## config.mk

```make
export PLATFORM = sky130hd
export DESIGN_NAME = pcc_channel
export DESIGN_NICKNAME = d
export VERILOG_FILES = /design/src/rtl/pcc_pkg.sv /design/src/rtl/pcc_mod_counter.sv /design/src/rtl/pcc_channel.sv
export SDC_FILE = /design/constraint.sdc
export NUM_CORES = 1
export LEC_CHECK = 0
export BUFFER_PORTS_ARGS = -buffer_cell sky130_fd_sc_hd__clkbuf_2
export CAP_MARGIN = 20
export CORE_MARGIN = 4
export CORE_UTILIZATION = 45
export CTS_CLUSTER_DIAMETER = 50
export CTS_CLUSTER_SIZE = 14
export DETAILED_ROUTE_END_ITERATION = 10
export GPL_TIMING_DRIVEN = 0
export HOLD_SLACK_MARGIN = 0.1
export PLACE_DENSITY = 0.71
export SYNTH_ARGS = -nofsm -noshare
export SYNTH_HDL_FRONTEND = slang
export SYNTH_SLANG_ARGS = --single-unit
```

## constraint.sdc

```tcl
create_clock -name clk_sys -period 3.1 [get_ports clk_sys]
set_input_delay 0.155 -clock clk_sys [delete_from_list [all_inputs] [get_ports clk_sys]]
set_output_delay 0.155 -clock clk_sys [all_outputs]
set_load 0.01 [all_outputs]
```

## src/rtl/pcc_pkg.sv

```systemverilog
// Package for the pulse/period capture channel: register map, field layout,
// reset values and state encodings.
// Assumes a 32-bit AXI4-Lite register bus and 16-bit counter buses.
package pcc_pkg;

	// Register byte offsets
	localparam logic [7:0] OFS_CTRL = 8'h00;
	localparam logic [7:0] OFS_STATUS = 8'h04;
	localparam logic [7:0] OFS_CAP_A = 8'h08;
	localparam logic [7:0] OFS_CAP_B = 8'h0c;
	localparam logic [7:0] OFS_IRQ_MASK = 8'h10;
	localparam logic [7:0] OFS_TB_A_CTRL = 8'h14;
	localparam logic [7:0] OFS_TB_A_MATCH = 8'h18;
	localparam logic [7:0] OFS_TB_A_COUNT = 8'h1c;
	localparam logic [7:0] OFS_TB_B_CTRL = 8'h20;
	localparam logic [7:0] OFS_TB_B_MATCH = 8'h24;
	localparam logic [7:0] OFS_TB_B_COUNT = 8'h28;

	// Channel control fields
	localparam int CTRL_MODE_LSB = 0;
	localparam int CTRL_MODE_W = 4;
	localparam int CTRL_EDGE_POL_BIT = 7;
	localparam int CTRL_BUS_SEL_BIT = 8;

	// Status / mask fields
	localparam int STAT_FLAG_BIT = 0;
	localparam int STAT_PIN_BIT = 1;

	// Timebase control fields
	localparam int TB_PRESCALE_LSB = 0;
	localparam int TB_PRESCALE_W = 8;
	localparam int TB_PRESCALE_EN_BIT = 8;
	localparam int TB_CTRL_W = 9;

	// Channel modes
	localparam logic [3:0] MODE_GP_INPUT = 4'h0;
	localparam logic [3:0] MODE_PULSE_WIDTH = 4'h1;
	localparam logic [3:0] MODE_PERIOD = 4'h2;

	// Reset values
	localparam logic [8:0] TB_CTRL_RST = 9'h000;
	localparam logic [15:0] MATCH_RST = 16'hffff;
	localparam logic [15:0] COUNT_RST = 16'h0000;

	// Input synchroniser depth
	localparam int SYNC_STAGES = 3;

	// AXI responses
	localparam logic [1:0] RESP_OKAY = 2'h0;
	localparam logic [1:0] RESP_SLVERR = 2'h2;

	// Capture sequencer
	typedef enum logic [1:0] {
		ST_FIRST = 2'h1,
		ST_SECOND = 2'h2
	} pcc_state_t;

endpackage

```

## src/rtl/pcc_mod_counter.sv

```systemverilog
// Modulus up-counter that drives one shared counter bus.
// Assumes match and prescale settings come from registers on the same clock.
module pcc_mod_counter #(
	parameter int CNT_W = 16,
	parameter int PRE_W = 8
) (
	// Clock and reset
	input wire logic clk_sys,
	input wire logic rst_n,
	// Settings
	input wire logic prescale_en,
	input wire logic [PRE_W-1:0] prescale_val,
	input wire logic [CNT_W-1:0] match_a,
	// Counter bus
	output logic [CNT_W-1:0] count
);

	typedef struct packed {
		logic [PRE_W-1:0] presc;
		logic [CNT_W-1:0] count;
	} pcc_cnt_state_t;

	pcc_cnt_state_t st_r;
	pcc_cnt_state_t st_nxt;

	always_comb
	begin
		st_nxt = st_r;
		if (!prescale_en)
		begin
			// Counter holds while its prescaler is off
			st_nxt.presc = '0;
		end
		else if (st_r.presc >= prescale_val)
		begin
			st_nxt.presc = '0;
			// Wrap at match A; a lowered match also wraps at once
			if (st_r.count >= match_a)
				st_nxt.count = '0;
			else
				st_nxt.count = st_r.count + 1'b1;
		end
		else
		begin
			st_nxt.presc = st_r.presc + 1'b1;
		end
	end

	always_ff @(posedge clk_sys)
	begin
		if (!rst_n)
		begin
			st_r.presc <= '0;
			st_r.count <= '0;
		end
		else
		begin
			st_r <= st_nxt;
		end
	end

	assign count = st_r.count;

endmodule // pcc_mod_counter

```

## src/rtl/pcc_channel.sv

```systemverilog
// Pulse width / period capture channel with two modulus counter buses,
// an AXI4-Lite register slave and a level interrupt.
// Assumes pin_in is asynchronous to clk_sys; one clock, synchronous reset.
//
// Chosen here: the address map and the AXI4-Lite slave port.
module pcc_channel #(
	parameter int CNT_W = 16,
	parameter int PRE_W = 8
) (
	// Clock and reset
	input wire logic clk_sys,
	input wire logic rst_n,
	// Measured input pin
	input wire logic pin_in,
	// AXI4-Lite write address
	input wire logic s_axi_awvalid,
	output logic s_axi_awready,
	input wire logic [7:0] s_axi_awaddr,
	input wire logic [2:0] s_axi_awprot,
	// AXI4-Lite write data
	input wire logic s_axi_wvalid,
	output logic s_axi_wready,
	input wire logic [31:0] s_axi_wdata,
	input wire logic [3:0] s_axi_wstrb,
	// AXI4-Lite write response
	output logic s_axi_bvalid,
	input wire logic s_axi_bready,
	output logic [1:0] s_axi_bresp,
	// AXI4-Lite read address
	input wire logic s_axi_arvalid,
	output logic s_axi_arready,
	input wire logic [7:0] s_axi_araddr,
	input wire logic [2:0] s_axi_arprot,
	// AXI4-Lite read data
	output logic s_axi_rvalid,
	input wire logic s_axi_rready,
	output logic [31:0] s_axi_rdata,
	output logic [1:0] s_axi_rresp,
	// Interrupt
	output logic irq
);

	typedef struct packed {
		logic [pcc_pkg::SYNC_STAGES-1:0] sync;
		logic pin_lvl;
		pcc_pkg::pcc_state_t state;
		logic [pcc_pkg::CTRL_MODE_W-1:0] mode;
		logic edge_polarity_select;
		logic bus_sel;
		logic [CNT_W-1:0] cap_a;
		logic [CNT_W-1:0] cap_b;
		logic channel_event_flag;
		logic irq_mask;
		logic irq;
		logic [pcc_pkg::TB_CTRL_W-1:0] tb_a_ctrl;
		logic [CNT_W-1:0] tb_a_match;
		logic [pcc_pkg::TB_CTRL_W-1:0] tb_b_ctrl;
		logic [CNT_W-1:0] tb_b_match;
		logic awready;
		logic wready;
		logic aw_held;
		logic w_held;
		logic [7:0] awaddr;
		logic [31:0] wdata;
		logic [3:0] wstrb;
		logic bvalid;
		logic [1:0] bresp;
		logic arready;
		logic rvalid;
		logic [1:0] rresp;
		logic [31:0] rdata;
	} pcc_top_state_t;

	pcc_top_state_t st_r;
	pcc_top_state_t st_nxt;

	logic [CNT_W-1:0] bus_a;
	logic [CNT_W-1:0] bus_b;

	// Byte-lane merge of a write into a register image
	function automatic logic [31:0] pcc_merge(input logic [31:0] old_v, input logic [31:0] new_v,
		input logic [3:0] strb);
		logic [31:0] res;
		res = old_v;
		for (int i = 0; i < 4; i++)
		begin
			if (strb[i])
				res[i*8 +: 8] = new_v[i*8 +: 8];
		end
		return res;
	endfunction

	// Timebase control image as a bus word
	function automatic logic [31:0] pcc_tb_word(input logic [pcc_pkg::TB_CTRL_W-1:0] ctrl);
		return {{(32-pcc_pkg::TB_CTRL_W){1'b0}}, ctrl};
	endfunction

	// Counter bus A feeds channels by default
	pcc_mod_counter #(
		.CNT_W(CNT_W),
		.PRE_W(PRE_W)
	) u_bus_a (
		.clk_sys(clk_sys),
		.rst_n(rst_n),
		.prescale_en(st_r.tb_a_ctrl[pcc_pkg::TB_PRESCALE_EN_BIT]),
		.prescale_val(st_r.tb_a_ctrl[pcc_pkg::TB_PRESCALE_LSB +: PRE_W]),
		.match_a(st_r.tb_a_match),
		.count(bus_a)
	);

	pcc_mod_counter #(
		.CNT_W(CNT_W),
		.PRE_W(PRE_W)
	) u_bus_b (
		.clk_sys(clk_sys),
		.rst_n(rst_n),
		.prescale_en(st_r.tb_b_ctrl[pcc_pkg::TB_PRESCALE_EN_BIT]),
		.prescale_val(st_r.tb_b_ctrl[pcc_pkg::TB_PRESCALE_LSB +: PRE_W]),
		.match_a(st_r.tb_b_match),
		.count(bus_b)
	);

	always_comb
	begin
		logic [CNT_W-1:0] time_base;
		logic rise;
		logic fall;
		logic lead_edge;
		logic trail_edge;
		logic capture_done;
		logic do_write;
		logic [31:0] old_v;
		logic [31:0] new_v;
		logic [31:0] rd_v;
		logic rd_err;
		time_base = '0;
		rise = 1'b0;
		fall = 1'b0;
		lead_edge = 1'b0;
		trail_edge = 1'b0;
		capture_done = 1'b0;
		do_write = 1'b0;
		old_v = '0;
		new_v = '0;
		rd_v = '0;
		rd_err = 1'b0;
		st_nxt = st_r;

		// Three-stage synchroniser; level changes once stages two and three agree
		st_nxt.sync = {st_r.sync[pcc_pkg::SYNC_STAGES-2:0], pin_in};
		if (st_r.sync[1] == st_r.sync[2])
			st_nxt.pin_lvl = st_r.sync[2];
		rise = st_nxt.pin_lvl & ~st_r.pin_lvl;
		fall = ~st_nxt.pin_lvl & st_r.pin_lvl;

		time_base = st_r.bus_sel ? bus_b : bus_a;
		// Polarity set: leading edge rising, so a width is the high part
		lead_edge = st_r.edge_polarity_select ? rise : fall;
		trail_edge = st_r.edge_polarity_select ? fall : rise;

		// Capture sequencer
		case (st_r.state)
			pcc_pkg::ST_FIRST:
			begin
				if ((st_r.mode == pcc_pkg::MODE_PULSE_WIDTH || st_r.mode == pcc_pkg::MODE_PERIOD) && lead_edge)
				begin
					st_nxt.cap_b = time_base;
					st_nxt.state = pcc_pkg::ST_SECOND;
				end
			end
			pcc_pkg::ST_SECOND:
			begin
				if (st_r.mode == pcc_pkg::MODE_PULSE_WIDTH && trail_edge)
				begin
					st_nxt.cap_a = time_base;
					capture_done = 1'b1;
				end
				else if (st_r.mode == pcc_pkg::MODE_PERIOD && lead_edge)
				begin
					st_nxt.cap_a = time_base;
					capture_done = 1'b1;
				end
				if (capture_done)
					st_nxt.state = pcc_pkg::ST_FIRST;
			end
			default:
			begin
				st_nxt.state = pcc_pkg::ST_FIRST;
			end
		endcase

		// AXI write: address and data taken independently, then one response
		if (s_axi_awvalid && st_r.awready)
		begin
			st_nxt.aw_held = 1'b1;
			st_nxt.awaddr = s_axi_awaddr;
			st_nxt.awready = 1'b0;
		end
		if (s_axi_wvalid && st_r.wready)
		begin
			st_nxt.w_held = 1'b1;
			st_nxt.wdata = s_axi_wdata;
			st_nxt.wstrb = s_axi_wstrb;
			st_nxt.wready = 1'b0;
		end
		if (st_r.bvalid && s_axi_bready)
		begin
			st_nxt.bvalid = 1'b0;
			st_nxt.awready = 1'b1;
			st_nxt.wready = 1'b1;
		end
		do_write = st_r.aw_held && st_r.w_held && !st_r.bvalid;
		if (do_write)
		begin
			st_nxt.aw_held = 1'b0;
			st_nxt.w_held = 1'b0;
			st_nxt.bvalid = 1'b1;
			st_nxt.bresp = pcc_pkg::RESP_OKAY;
			if (st_r.awaddr == pcc_pkg::OFS_CTRL)
			begin
				old_v = '0;
				old_v[pcc_pkg::CTRL_MODE_LSB +: pcc_pkg::CTRL_MODE_W] = st_r.mode;
				old_v[pcc_pkg::CTRL_EDGE_POL_BIT] = st_r.edge_polarity_select;
				old_v[pcc_pkg::CTRL_BUS_SEL_BIT] = st_r.bus_sel;
				new_v = pcc_merge(old_v, st_r.wdata, st_r.wstrb);
				st_nxt.mode = new_v[pcc_pkg::CTRL_MODE_LSB +: pcc_pkg::CTRL_MODE_W];
				st_nxt.edge_polarity_select = new_v[pcc_pkg::CTRL_EDGE_POL_BIT];
				st_nxt.bus_sel = new_v[pcc_pkg::CTRL_BUS_SEL_BIT];
				// Any control write restarts the sequencer; zero also parks it in input mode
				st_nxt.state = pcc_pkg::ST_FIRST;
			end
			else if (st_r.awaddr == pcc_pkg::OFS_STATUS)
			begin
				// Write one clears; a capture in the same cycle wins
				if (st_r.wstrb[0] && st_r.wdata[pcc_pkg::STAT_FLAG_BIT])
					st_nxt.channel_event_flag = 1'b0;
			end
			else if (st_r.awaddr == pcc_pkg::OFS_CAP_A || st_r.awaddr == pcc_pkg::OFS_CAP_B)
			begin
				// Captures are read only; writes are ignored
				st_nxt.bresp = pcc_pkg::RESP_OKAY;
			end
			else if (st_r.awaddr == pcc_pkg::OFS_IRQ_MASK)
			begin
				if (st_r.wstrb[0])
					st_nxt.irq_mask = st_r.wdata[pcc_pkg::STAT_FLAG_BIT];
			end
			else if (st_r.awaddr == pcc_pkg::OFS_TB_A_CTRL)
			begin
				new_v = pcc_merge(pcc_tb_word(st_r.tb_a_ctrl), st_r.wdata, st_r.wstrb);
				st_nxt.tb_a_ctrl = new_v[pcc_pkg::TB_CTRL_W-1:0];
			end
			else if (st_r.awaddr == pcc_pkg::OFS_TB_A_MATCH)
			begin
				new_v = pcc_merge({16'h0000, st_r.tb_a_match}, st_r.wdata, st_r.wstrb);
				st_nxt.tb_a_match = new_v[CNT_W-1:0];
			end
			else if (st_r.awaddr == pcc_pkg::OFS_TB_B_CTRL)
			begin
				new_v = pcc_merge(pcc_tb_word(st_r.tb_b_ctrl), st_r.wdata, st_r.wstrb);
				st_nxt.tb_b_ctrl = new_v[pcc_pkg::TB_CTRL_W-1:0];
			end
			else if (st_r.awaddr == pcc_pkg::OFS_TB_B_MATCH)
			begin
				new_v = pcc_merge({16'h0000, st_r.tb_b_match}, st_r.wdata, st_r.wstrb);
				st_nxt.tb_b_match = new_v[CNT_W-1:0];
			end
			else if (st_r.awaddr == pcc_pkg::OFS_TB_A_COUNT || st_r.awaddr == pcc_pkg::OFS_TB_B_COUNT)
			begin
				st_nxt.bresp = pcc_pkg::RESP_OKAY;
			end
			else
			begin
				st_nxt.bresp = pcc_pkg::RESP_SLVERR;
			end
		end

		// Flag set wins over a same-cycle clear
		if (capture_done)
			st_nxt.channel_event_flag = 1'b1;
		st_nxt.irq = st_nxt.channel_event_flag & st_nxt.irq_mask;

		// AXI read: answered on the same edge that takes the address
		if (st_r.rvalid && s_axi_rready)
		begin
			st_nxt.rvalid = 1'b0;
			st_nxt.arready = 1'b1;
		end
		if (s_axi_arvalid && st_r.arready)
		begin
			if (s_axi_araddr == pcc_pkg::OFS_CTRL)
			begin
				rd_v[pcc_pkg::CTRL_MODE_LSB +: pcc_pkg::CTRL_MODE_W] = st_r.mode;
				rd_v[pcc_pkg::CTRL_EDGE_POL_BIT] = st_r.edge_polarity_select;
				rd_v[pcc_pkg::CTRL_BUS_SEL_BIT] = st_r.bus_sel;
			end
			else if (s_axi_araddr == pcc_pkg::OFS_STATUS)
			begin
				rd_v[pcc_pkg::STAT_FLAG_BIT] = st_r.channel_event_flag;
				rd_v[pcc_pkg::STAT_PIN_BIT] = st_r.pin_lvl;
			end
			else if (s_axi_araddr == pcc_pkg::OFS_CAP_A)
				rd_v[CNT_W-1:0] = st_r.cap_a;
			else if (s_axi_araddr == pcc_pkg::OFS_CAP_B)
				rd_v[CNT_W-1:0] = st_r.cap_b;
			else if (s_axi_araddr == pcc_pkg::OFS_IRQ_MASK)
				rd_v[pcc_pkg::STAT_FLAG_BIT] = st_r.irq_mask;
			else if (s_axi_araddr == pcc_pkg::OFS_TB_A_CTRL)
				rd_v = pcc_tb_word(st_r.tb_a_ctrl);
			else if (s_axi_araddr == pcc_pkg::OFS_TB_A_MATCH)
				rd_v[CNT_W-1:0] = st_r.tb_a_match;
			else if (s_axi_araddr == pcc_pkg::OFS_TB_A_COUNT)
				rd_v[CNT_W-1:0] = bus_a;
			else if (s_axi_araddr == pcc_pkg::OFS_TB_B_CTRL)
				rd_v = pcc_tb_word(st_r.tb_b_ctrl);
			else if (s_axi_araddr == pcc_pkg::OFS_TB_B_MATCH)
				rd_v[CNT_W-1:0] = st_r.tb_b_match;
			else if (s_axi_araddr == pcc_pkg::OFS_TB_B_COUNT)
				rd_v[CNT_W-1:0] = bus_b;
			else
				rd_err = 1'b1;
			st_nxt.arready = 1'b0;
			st_nxt.rvalid = 1'b1;
			st_nxt.rdata = rd_v;
			st_nxt.rresp = rd_err ? pcc_pkg::RESP_SLVERR : pcc_pkg::RESP_OKAY;
		end
	end

	always_ff @(posedge clk_sys)
	begin
		if (!rst_n)
		begin
			st_r.sync <= '0;
			st_r.pin_lvl <= 1'b0;
			st_r.state <= pcc_pkg::ST_FIRST;
			st_r.mode <= pcc_pkg::MODE_GP_INPUT;
			st_r.edge_polarity_select <= 1'b0;
			st_r.bus_sel <= 1'b0;
			st_r.cap_a <= '0;
			st_r.cap_b <= '0;
			st_r.channel_event_flag <= 1'b0;
			st_r.irq_mask <= 1'b0;
			st_r.irq <= 1'b0;
			st_r.tb_a_ctrl <= pcc_pkg::TB_CTRL_RST;
			st_r.tb_a_match <= pcc_pkg::MATCH_RST;
			st_r.tb_b_ctrl <= pcc_pkg::TB_CTRL_RST;
			st_r.tb_b_match <= pcc_pkg::MATCH_RST;
			st_r.awready <= 1'b1;
			st_r.wready <= 1'b1;
			st_r.aw_held <= 1'b0;
			st_r.w_held <= 1'b0;
			st_r.awaddr <= '0;
			st_r.wdata <= '0;
			st_r.wstrb <= '0;
			st_r.bvalid <= 1'b0;
			st_r.bresp <= pcc_pkg::RESP_OKAY;
			st_r.arready <= 1'b1;
			st_r.rvalid <= 1'b0;
			st_r.rresp <= pcc_pkg::RESP_OKAY;
			st_r.rdata <= '0;
		end
		else
		begin
			st_r <= st_nxt;
		end
	end

	assign s_axi_awready = st_r.awready;
	assign s_axi_wready = st_r.wready;
	assign s_axi_bvalid = st_r.bvalid;
	assign s_axi_bresp = st_r.bresp;
	assign s_axi_arready = st_r.arready;
	assign s_axi_rvalid = st_r.rvalid;
	assign s_axi_rdata = st_r.rdata;
	assign s_axi_rresp = st_r.rresp;
	assign irq = st_r.irq;

endmodule // pcc_channel

```

==> results.sh, run 1 <==
export IMPL_outcome="finished clean"
export IMPL_timing_rr_end="u_bus_a.count[13]$_SDFFE_PN0P_"
export IMPL_ys_flop_type="dfxtp_1"
export IMPL_root_buffer="clkbuf_16"
export IMPL_hold_path_class="input pin to flip-flop"
export IMPL_peakVddDrop_mv=0.333
export IMPL_start_util=0.459
export IMPL_clk_pin_slew_ps=70
export IMPL_startpoint="st_r[130]$_SDFFE_PN0P_"
export IMPL_worstMarginPinSlew_ps=1000
export IMPL_dp_hpwl_mm=26.3
export IMPL_rows=55
export IMPL_synth_compound_area_frac=0.178
export IMPL_gp_routability_congestion=1.03
export IMPL_swShare=0.263
export IMPL_htree_levels=4
export IMPL_ys_seq_area_frac=0.376
export IMPL_hold_end="st_r[76]$_SDFFE_PN0P_"
export IMPL_power_leakage_nw=5.16
export IMPL_crit_slowest_cell="o31ai_1"
export IMPL_p_sw_mw=1.38
export IMPL_core_area_um2=22700
export IMPL_arrival_ps=3110
export IMPL_ctsResizeCount=0
export IMPL_cts_sinks=196
export IMPL_yosysWarnings=0
export IMPL_intPower_mw=3.86
export IMPL_cp_max_fo=10
export IMPL_worstPathRequired_ps=3420
export IMPL_hold_depth=4
export IMPL_r2r_slack_ps=310
export IMPL_n_fill_cell=2198
export IMPL_synthSimpleGateAreaFrac=0.207
export IMPL_final_common_cell="dfxtp_1"
export IMPL_drive_above_1_share=0.102
export IMPL_grt_antenna_before_repair=0
export IMPL_die_h_um=160
export IMPL_synth_xor_area_frac=0.0344
export IMPL_ant_nets=0
export IMPL_worst_path_buf_inv=2
export IMPL_grt_pass1_vias=9428
export IMPL_worstSkewPairLatency_ps=440
export IMPL_synth_edff_count=0
export IMPL_setup_violations=0
export IMPL_path_cells="inv_1 > ha_1 > nand2_1 > o21ai_0 > a21boi_1 > o31ai_1 > clkbuf_1 > nor2_1"
export IMPL_finClkSkew_ps=11.3
export IMPL_cts_tree="built"
export IMPL_syn_to_final_growth_pct=15.7
export IMPL_rr_startpoint="st_r[130]$_SDFFE_PN0P_"
export IMPL_avgViaCountPerCell=5.79
export IMPL_multi_input_area_um2=5780
export IMPL_clockBufferDepth=2
export IMPL_io_buffers=61
export IMPL_crit_path_end_kind="flip-flop"
export IMPL_synth_fa_ha_area_frac=0.0648
export IMPL_cts_buffers=17
export IMPL_drv_cap=0
export IMPL_route_vias_total=9903
export IMPL_worst_hold_slack_ps=172
export IMPL_die_x_um=160
export IMPL_p_per_area_nw_per_um2=434
export IMPL_seqCellArea_um2=3920
export IMPL_fmax_ghz=0.358
export IMPL_combinationalPowerShare=0.083
export IMPL_synth_top_family_by_area="simple AND/OR/NAND/NOR gates"
export IMPL_hold_viol=0
export IMPL_slowest_delay_ps=790
export IMPL_max_slew_margin_rel=0.324
export IMPL_layout_common_cells="dfxtp_1 (196), nand2_1 (148), nor2_1 (127)"
export IMPL_rsz0062_at_grt="no"
export IMPL_grt_pass1_wl_mm=53.1
export IMPL_synth_seq_cells=196
export IMPL_synthDistinctLibCells=68
export IMPL_fin_crit_sh=0.901
export IMPL_hold_start="s_axi_awvalid"
export IMPL_ios=108
export IMPL_track_usage=0.265
export IMPL_grt_max_degree=19
export IMPL_critPathTopFamily="compound AO/OA/AOI/OAI gates"
export IMPL_wirelength_mm=34.8
export IMPL_fin_crit_ps=2790
export IMPL_slew_violations=0
export IMPL_clkPwrFrac=0.421
export IMPL_netlist_instances=1282
export IMPL_reg2reg_depth=8
export IMPL_cts_hold_buf=33
export IMPL_synth_mux_area_frac=0.0633
export IMPL_start_kind="flip-flop"
export IMPL_overflow=0
export IMPL_final_nets=1532
export IMPL_power_frac_seq=0.496
export IMPL_tns_ps=0
export IMPL_avgSynthCellArea_um2=8.14
export IMPL_antenna_cells=0
export IMPL_drcViolationCount=0
export IMPL_async_reset_ff_frac=0
export IMPL_path_class="flip-flop to flip-flop"
export IMPL_dr_pass1_iters=6
export IMPL_synthesis_area_um2=10400
export IMPL_postCtsSetupRepairBufs=0
export IMPL_dieArea_um2=25700
export IMPL_drtIter0Drc=944
export IMPL_wl_per_cell_um=20.3
[power by group through the flow]
stage | Combinational (mW) | Clock, mW | Sequential, mW
2_1_floorplan | 0.256 | 0 | 2.64
3_3_place_gp | 0.386 | 0 | 2.65
3_5_place_dp | 0.390 | 0 | 2.66
4_1_cts | 0.425 | 2.22 | 2.60
5_1_grt | 0.473 | 2.33 | 2.60
6_report | 0.434 | 2.21 | 2.60
[synthesized netlist by cell type (3+ instances only)]
cell type,number,area share
xnor2_1,31,0.026
a221o_1,7,0.0067
o22a_1,4,0.0034
inv_1,67,0.024
nor3_1,19,0.0091
buf_2,5,0.0024
o21ai_0,65,0.031
ha_1,54,0.065
and2_1,10,0.0060
or2_2,3,0.0018
buf_4,36,0.026
clkbuf_1,60,0.022
or4_1,4,0.0029
and3_1,15,0.0090
nor4_1,12,0.0072
nand2_1,148,0.053
nor2_1,127,0.046
a221oi_1,9,0.0076
o211ai_1,8,0.0058
buf_1,4,0.0014
and4_1,3,0.0025
nand3_1,43,0.021
xor2_1,10,0.0084
mux2i_1,66,0.063
nand4_1,16,0.0096
nor4b_1,7,0.0059
nand2b_1,23,0.014
a22oi_1,4,0.0029
o21a_1,3,0.0022
o21ai_1,4,0.0019
o221a_1,6,0.0065
a21o_1,9,0.0065
dfxtp_1,196,0.38
a211oi_1,37,0.027
a21oi_1,109,0.052
nor2b_1,9,0.0054
a32oi_1,6,0.0050
o22ai_1,4,0.0024
[flip-flops by register name (all words and copies together) (netlist names)]
register       count
st_r             122
s_axi_rdata       16
u_bus_a.count     16
u_bus_b.count     16
u_bus_a.st_r       8
u_bus_b.st_r       8
st_nxt             2
irq                1
s_axi_arready      1
s_axi_awready      1
s_axi_bresp        1
s_axi_bvalid       1
s_axi_rresp        1
s_axi_rvalid       1
s_axi_wready       1
[tightest hold or removal path, stage by stage]
cell	delay [ps]
clkbuf_2	90
nand2_1	160
nand2_1	110
a21oi_1	50
[area by class of cell]
class                      count  area share
inverter                      68      0.0212
timing repair buffer          94      0.0527
clock inverter                13      0.0114
buffer                       106      0.0453
clock buffer                  19      0.0359
multi-input combinational    929       0.479
tap                          285      0.0296
sequential                   196       0.325
[worst max-delay path by stage]
stage,to,slack (ps),cells past startpoint
2_1_floorplan,u_bus_a.count[0]$_SDFFE_PN0P_,930,9
3_3_place_gp,s_axi_rdata[0]$_SDFFE_PN0P_,210,9
3_5_place_dp,s_axi_rdata[0]$_SDFFE_PN0P_,260,9
4_1_cts,u_bus_a.count[13]$_SDFFE_PN0P_,310,8
5_1_grt,u_bus_a.count[5]$_SDFFE_PN0P_,9,8
6_report,u_bus_a.count[13]$_SDFFE_PN0P_,310,8
[cell families after synthesis]
| family | Yosys count |
|---|---|
| AO/OA/AOI/OAI | 295 |
| AND/OR/NAND/NOR | 455 |
| flip-flops | 196 |
| adder cells (fa/ha/maj) | 54 |
| XOR/XNOR | 41 |
| other | 1 |
| buffers and inverters | 174 |
| multiplexers | 66 |
[metal layers]
metal,track usage,wire (um),up-vias
li1,-,-,4710
met4,0.0935,1220,0
met3,0.0439,2520,64
met5,0,0,-
met1,0.358,15300,4711
met2,0.429,15700,418
[stage by stage]
step / worst slack [ps] / utilization / instance area (um2) / power [mW] / instances
floorplan: 933 / - / 10500 / 2.90 / 1299
global placement: 214 / 0.491 / 11200 / 3.04 / 1645
detailed placement: 264 / 0.492 / 11200 / 3.05 / 1645
CTS: 311 / 0.531 / 12100 / 5.24 / 1710
global route: 8.74 / 0.531 / 12100 / 5.40 / 1710
finish: 306 / 0.531 / 12100 / 5.24 / 1710
Power figures use the tool's default switching activity.
==> run 2, diff against run 1 <==
--- a/config.mk
+++ b/config.mk
@@ -16,4 +16,5 @@
 export HOLD_SLACK_MARGIN = 0.1
 export PLACE_DENSITY = 0.71
+export REMOVE_ABC_BUFFERS = 1
 export SYNTH_ARGS = -nofsm -noshare
 export SYNTH_HDL_FRONTEND = slang
==> constraint.sdc (replaced) <==
create_clock -name clk_sys -period 3.1 [get_ports clk_sys]
set_input_delay 0.155 -clock clk_sys [delete_from_list [all_inputs] [get_ports clk_sys]]
set_output_delay 0.155 -clock clk_sys [all_outputs]
set_load 0.02 [all_outputs]
==> results.sh, run 2 (synthesized netlist as in run 1, its figures left out) <==
export IMPL_largest_reg_flops=122
export IMPL_die_h_um=160
export IMPL_critPathTopFamily="compound AO/OA/AOI/OAI gates"
export IMPL_antenna_cells=0
export IMPL_final_common_cell="dfxtp_1"
export IMPL_peakVddDrop_mv=0.272
export IMPL_path_class="flip-flop to flip-flop"
export IMPL_io_buffers=65
export IMPL_route_vias_total=9271
export IMPL_htree_levels=4
export IMPL_outcome="finished clean"
export IMPL_layout_common_cells="dfxtp_1 (196), nand2_1 (148), nor2_1 (127)"
export IMPL_path_cells="inv_1 > ha_1 > nand2_1 > o21ai_0 > a21oi_1 > buf_4 > nor2_1 > o32a_1 > o21ba_2"
export IMPL_clkPwrFrac=0.417
export IMPL_setup_violations=0
export IMPL_drive_above_1_share=0.0912
export IMPL_swShare=0.247
export IMPL_fin_crit_sh=0.918
export IMPL_grt_pass1_vias=8736
export IMPL_grt_antenna_before_repair=1
export IMPL_grt_max_degree=63
export IMPL_dp_cells=1554
export IMPL_final_nets=1445
export IMPL_clockBufferDepth=2
export IMPL_die_x_um=160
export IMPL_multi_input_area_um2=5800
export IMPL_ios=108
export IMPL_hold_viol=0
export IMPL_max_slew_margin_rel=0.253
export IMPL_clk_pin_slew_ps=70
export IMPL_ant_nets=0
export IMPL_start_util=0.459
export IMPL_track_usage=0.225
export IMPL_seqCellArea_um2=3920
export IMPL_p_per_area_nw_per_um2=437
export IMPL_intPower_mw=3.88
export IMPL_hold_path_class="input pin to flip-flop"
export IMPL_drcViolationCount=0
export IMPL_dieArea_um2=25700
export IMPL_crit_slowest_cell="o32a_1"
export IMPL_core_area_um2=22700
export IMPL_n_fill_cell=2117
export IMPL_fmax_ghz=0.351
export IMPL_drv_cap=0
export IMPL_crit_path_end_kind="flip-flop"
export IMPL_avgViaCountPerCell=5.72
export IMPL_p_sw_mw=1.27
export IMPL_cts_buffers=17
export IMPL_root_buffer="clkbuf_16"
export IMPL_drtIter0Drc=736
export IMPL_rsz0062_at_grt="no"
export IMPL_cts_sinks=196
export IMPL_cts_tree="built"
export IMPL_worst_path_buf_inv=2
export IMPL_wl_per_cell_um=18.2
export IMPL_worstPathRequired_ps=3430
export IMPL_power_leakage_nw=4.99
export IMPL_final_cells=1622
export IMPL_dp_hpwl_mm=21.1
export IMPL_fin_crit_ps=2850
export IMPL_rows=55
export IMPL_start_kind="flip-flop"
export IMPL_finClkSkew_ps=11.3
export IMPL_worst_hold_slack_ps=112
export IMPL_overflow=0
export IMPL_arrival_ps=3180
export IMPL_power_frac_seq=0.506
export IMPL_wirelength_mm=29.5
export IMPL_worstMarginPinSlew_ps=1100
export IMPL_grt_pass1_wl_mm=46.7
export IMPL_gp_routability_congestion=0.932
export IMPL_combinationalPowerShare=0.077
export IMPL_slowest_delay_ps=630
export IMPL_syn_to_final_growth_pct=13.0
export IMPL_regMostFlops="st_r"
export IMPL_worstSkewPairLatency_ps=440
export IMPL_slew_violations=0
export IMPL_cp_max_fo=16
export IMPL_dr_pass1_iters=5
-- run 2: cell count changes in the layout (fill, tap and decap cells not counted), moves of 3 or more --
cell / change
clkbuf_1: -61
buf_2: -5
buf_1: -4
buf_16: +4
clkbuf_2: +4
clkbuf_8: +4
buf_4: -31
inv_8: -3
-- run 2: layout make-up --
| type | count | area share |
|---|---|---|
| Clock buffer | 21 | 0.0399 |
| Clock inverter | 10 | 0.00828 |
| Inverter | 68 | 0.0219 |
| Multi-Input combinational cell | 929 | 0.492 |
| Sequential cell | 196 | 0.333 |
| Tap cell | 285 | 0.0302 |
| Timing Repair Buffer | 113 | 0.0753 |
-- run 2: final timing paths --
check / start / endpoint / slack [ps] / depth (start not counted)
max: st_r[105]$_SDFFE_PN0P_ / u_bus_b.count[15]$_SDFFE_PN0P_ / 250 / 9
min: s_axi_awvalid / st_r[75]$_SDFFE_PN0P_ / 110 / 3
max reg2reg: st_r[105]$_SDFFE_PN0P_ / u_bus_b.count[15]$_SDFFE_PN0P_ / 250 / 9
min reg2reg: st_nxt[182]$_SDFF_PN0_ / st_nxt[183]$_SDFF_PN0_ / 430 / 1
-- run 2: repair_timing --
| action | 4_1_cts | 5_1_grt |
|---|---|---|
| hold buffers | 35 | 0 |
| endpoints found under the hold margin | 32 | 0 |
| buffers inserted | 0 | 0 |
| resized for setup | 0 | 0 |
-- run 2: power groups by stage --
stage	clock [mW]	sequential (mW)	combinational, mW
5_1_grt	2.27	2.61	0.438
3_3_place_gp	0	2.66	0.332
6_report	2.15	2.60	0.396
3_5_place_dp	0	2.66	0.350
4_1_cts	2.18	2.60	0.386
2_1_floorplan	0	2.66	0.190
-- run 2: per-layer routing --
metal / vias up / part of all wire / track usage / wire, um
met5: - / 0.00061 / 0 / 18
met4: 2 / 0.039 / 0.0993 / 1150
met3: 78 / 0.063 / 0.0421 / 1850
met2: 310 / 0.47 / 0.366 / 13700
met1: 4317 / 0.43 / 0.293 / 12700
li1: 4564 / - / - / -
-- run 2: through the flow --
stage          total power [mW]  TNS [ps]  cell area [um2]  setup WS, ps  utilization
6_report                   5.15         0            11800           253        0.519
2_1_floorplan              2.85         0             9950           478            -
5_1_grt                    5.32         0            11800          83.5        0.519
3_3_place_gp               2.99    -18930            10600         -1100        0.468
3_5_place_dp               3.01      -881            10800          -103        0.477
4_1_cts                    5.17         0            11800           271        0.518
-- run 2: worst min-delay path: cells and delay by family --
| kind | cells | cell delay [ps] |
|---|---|---|
| AO/OA/AOI/OAI | 1 | 60 |
| buffers and inverters | 1 | 170 |
| AND/OR/NAND/NOR | 1 | 120 |
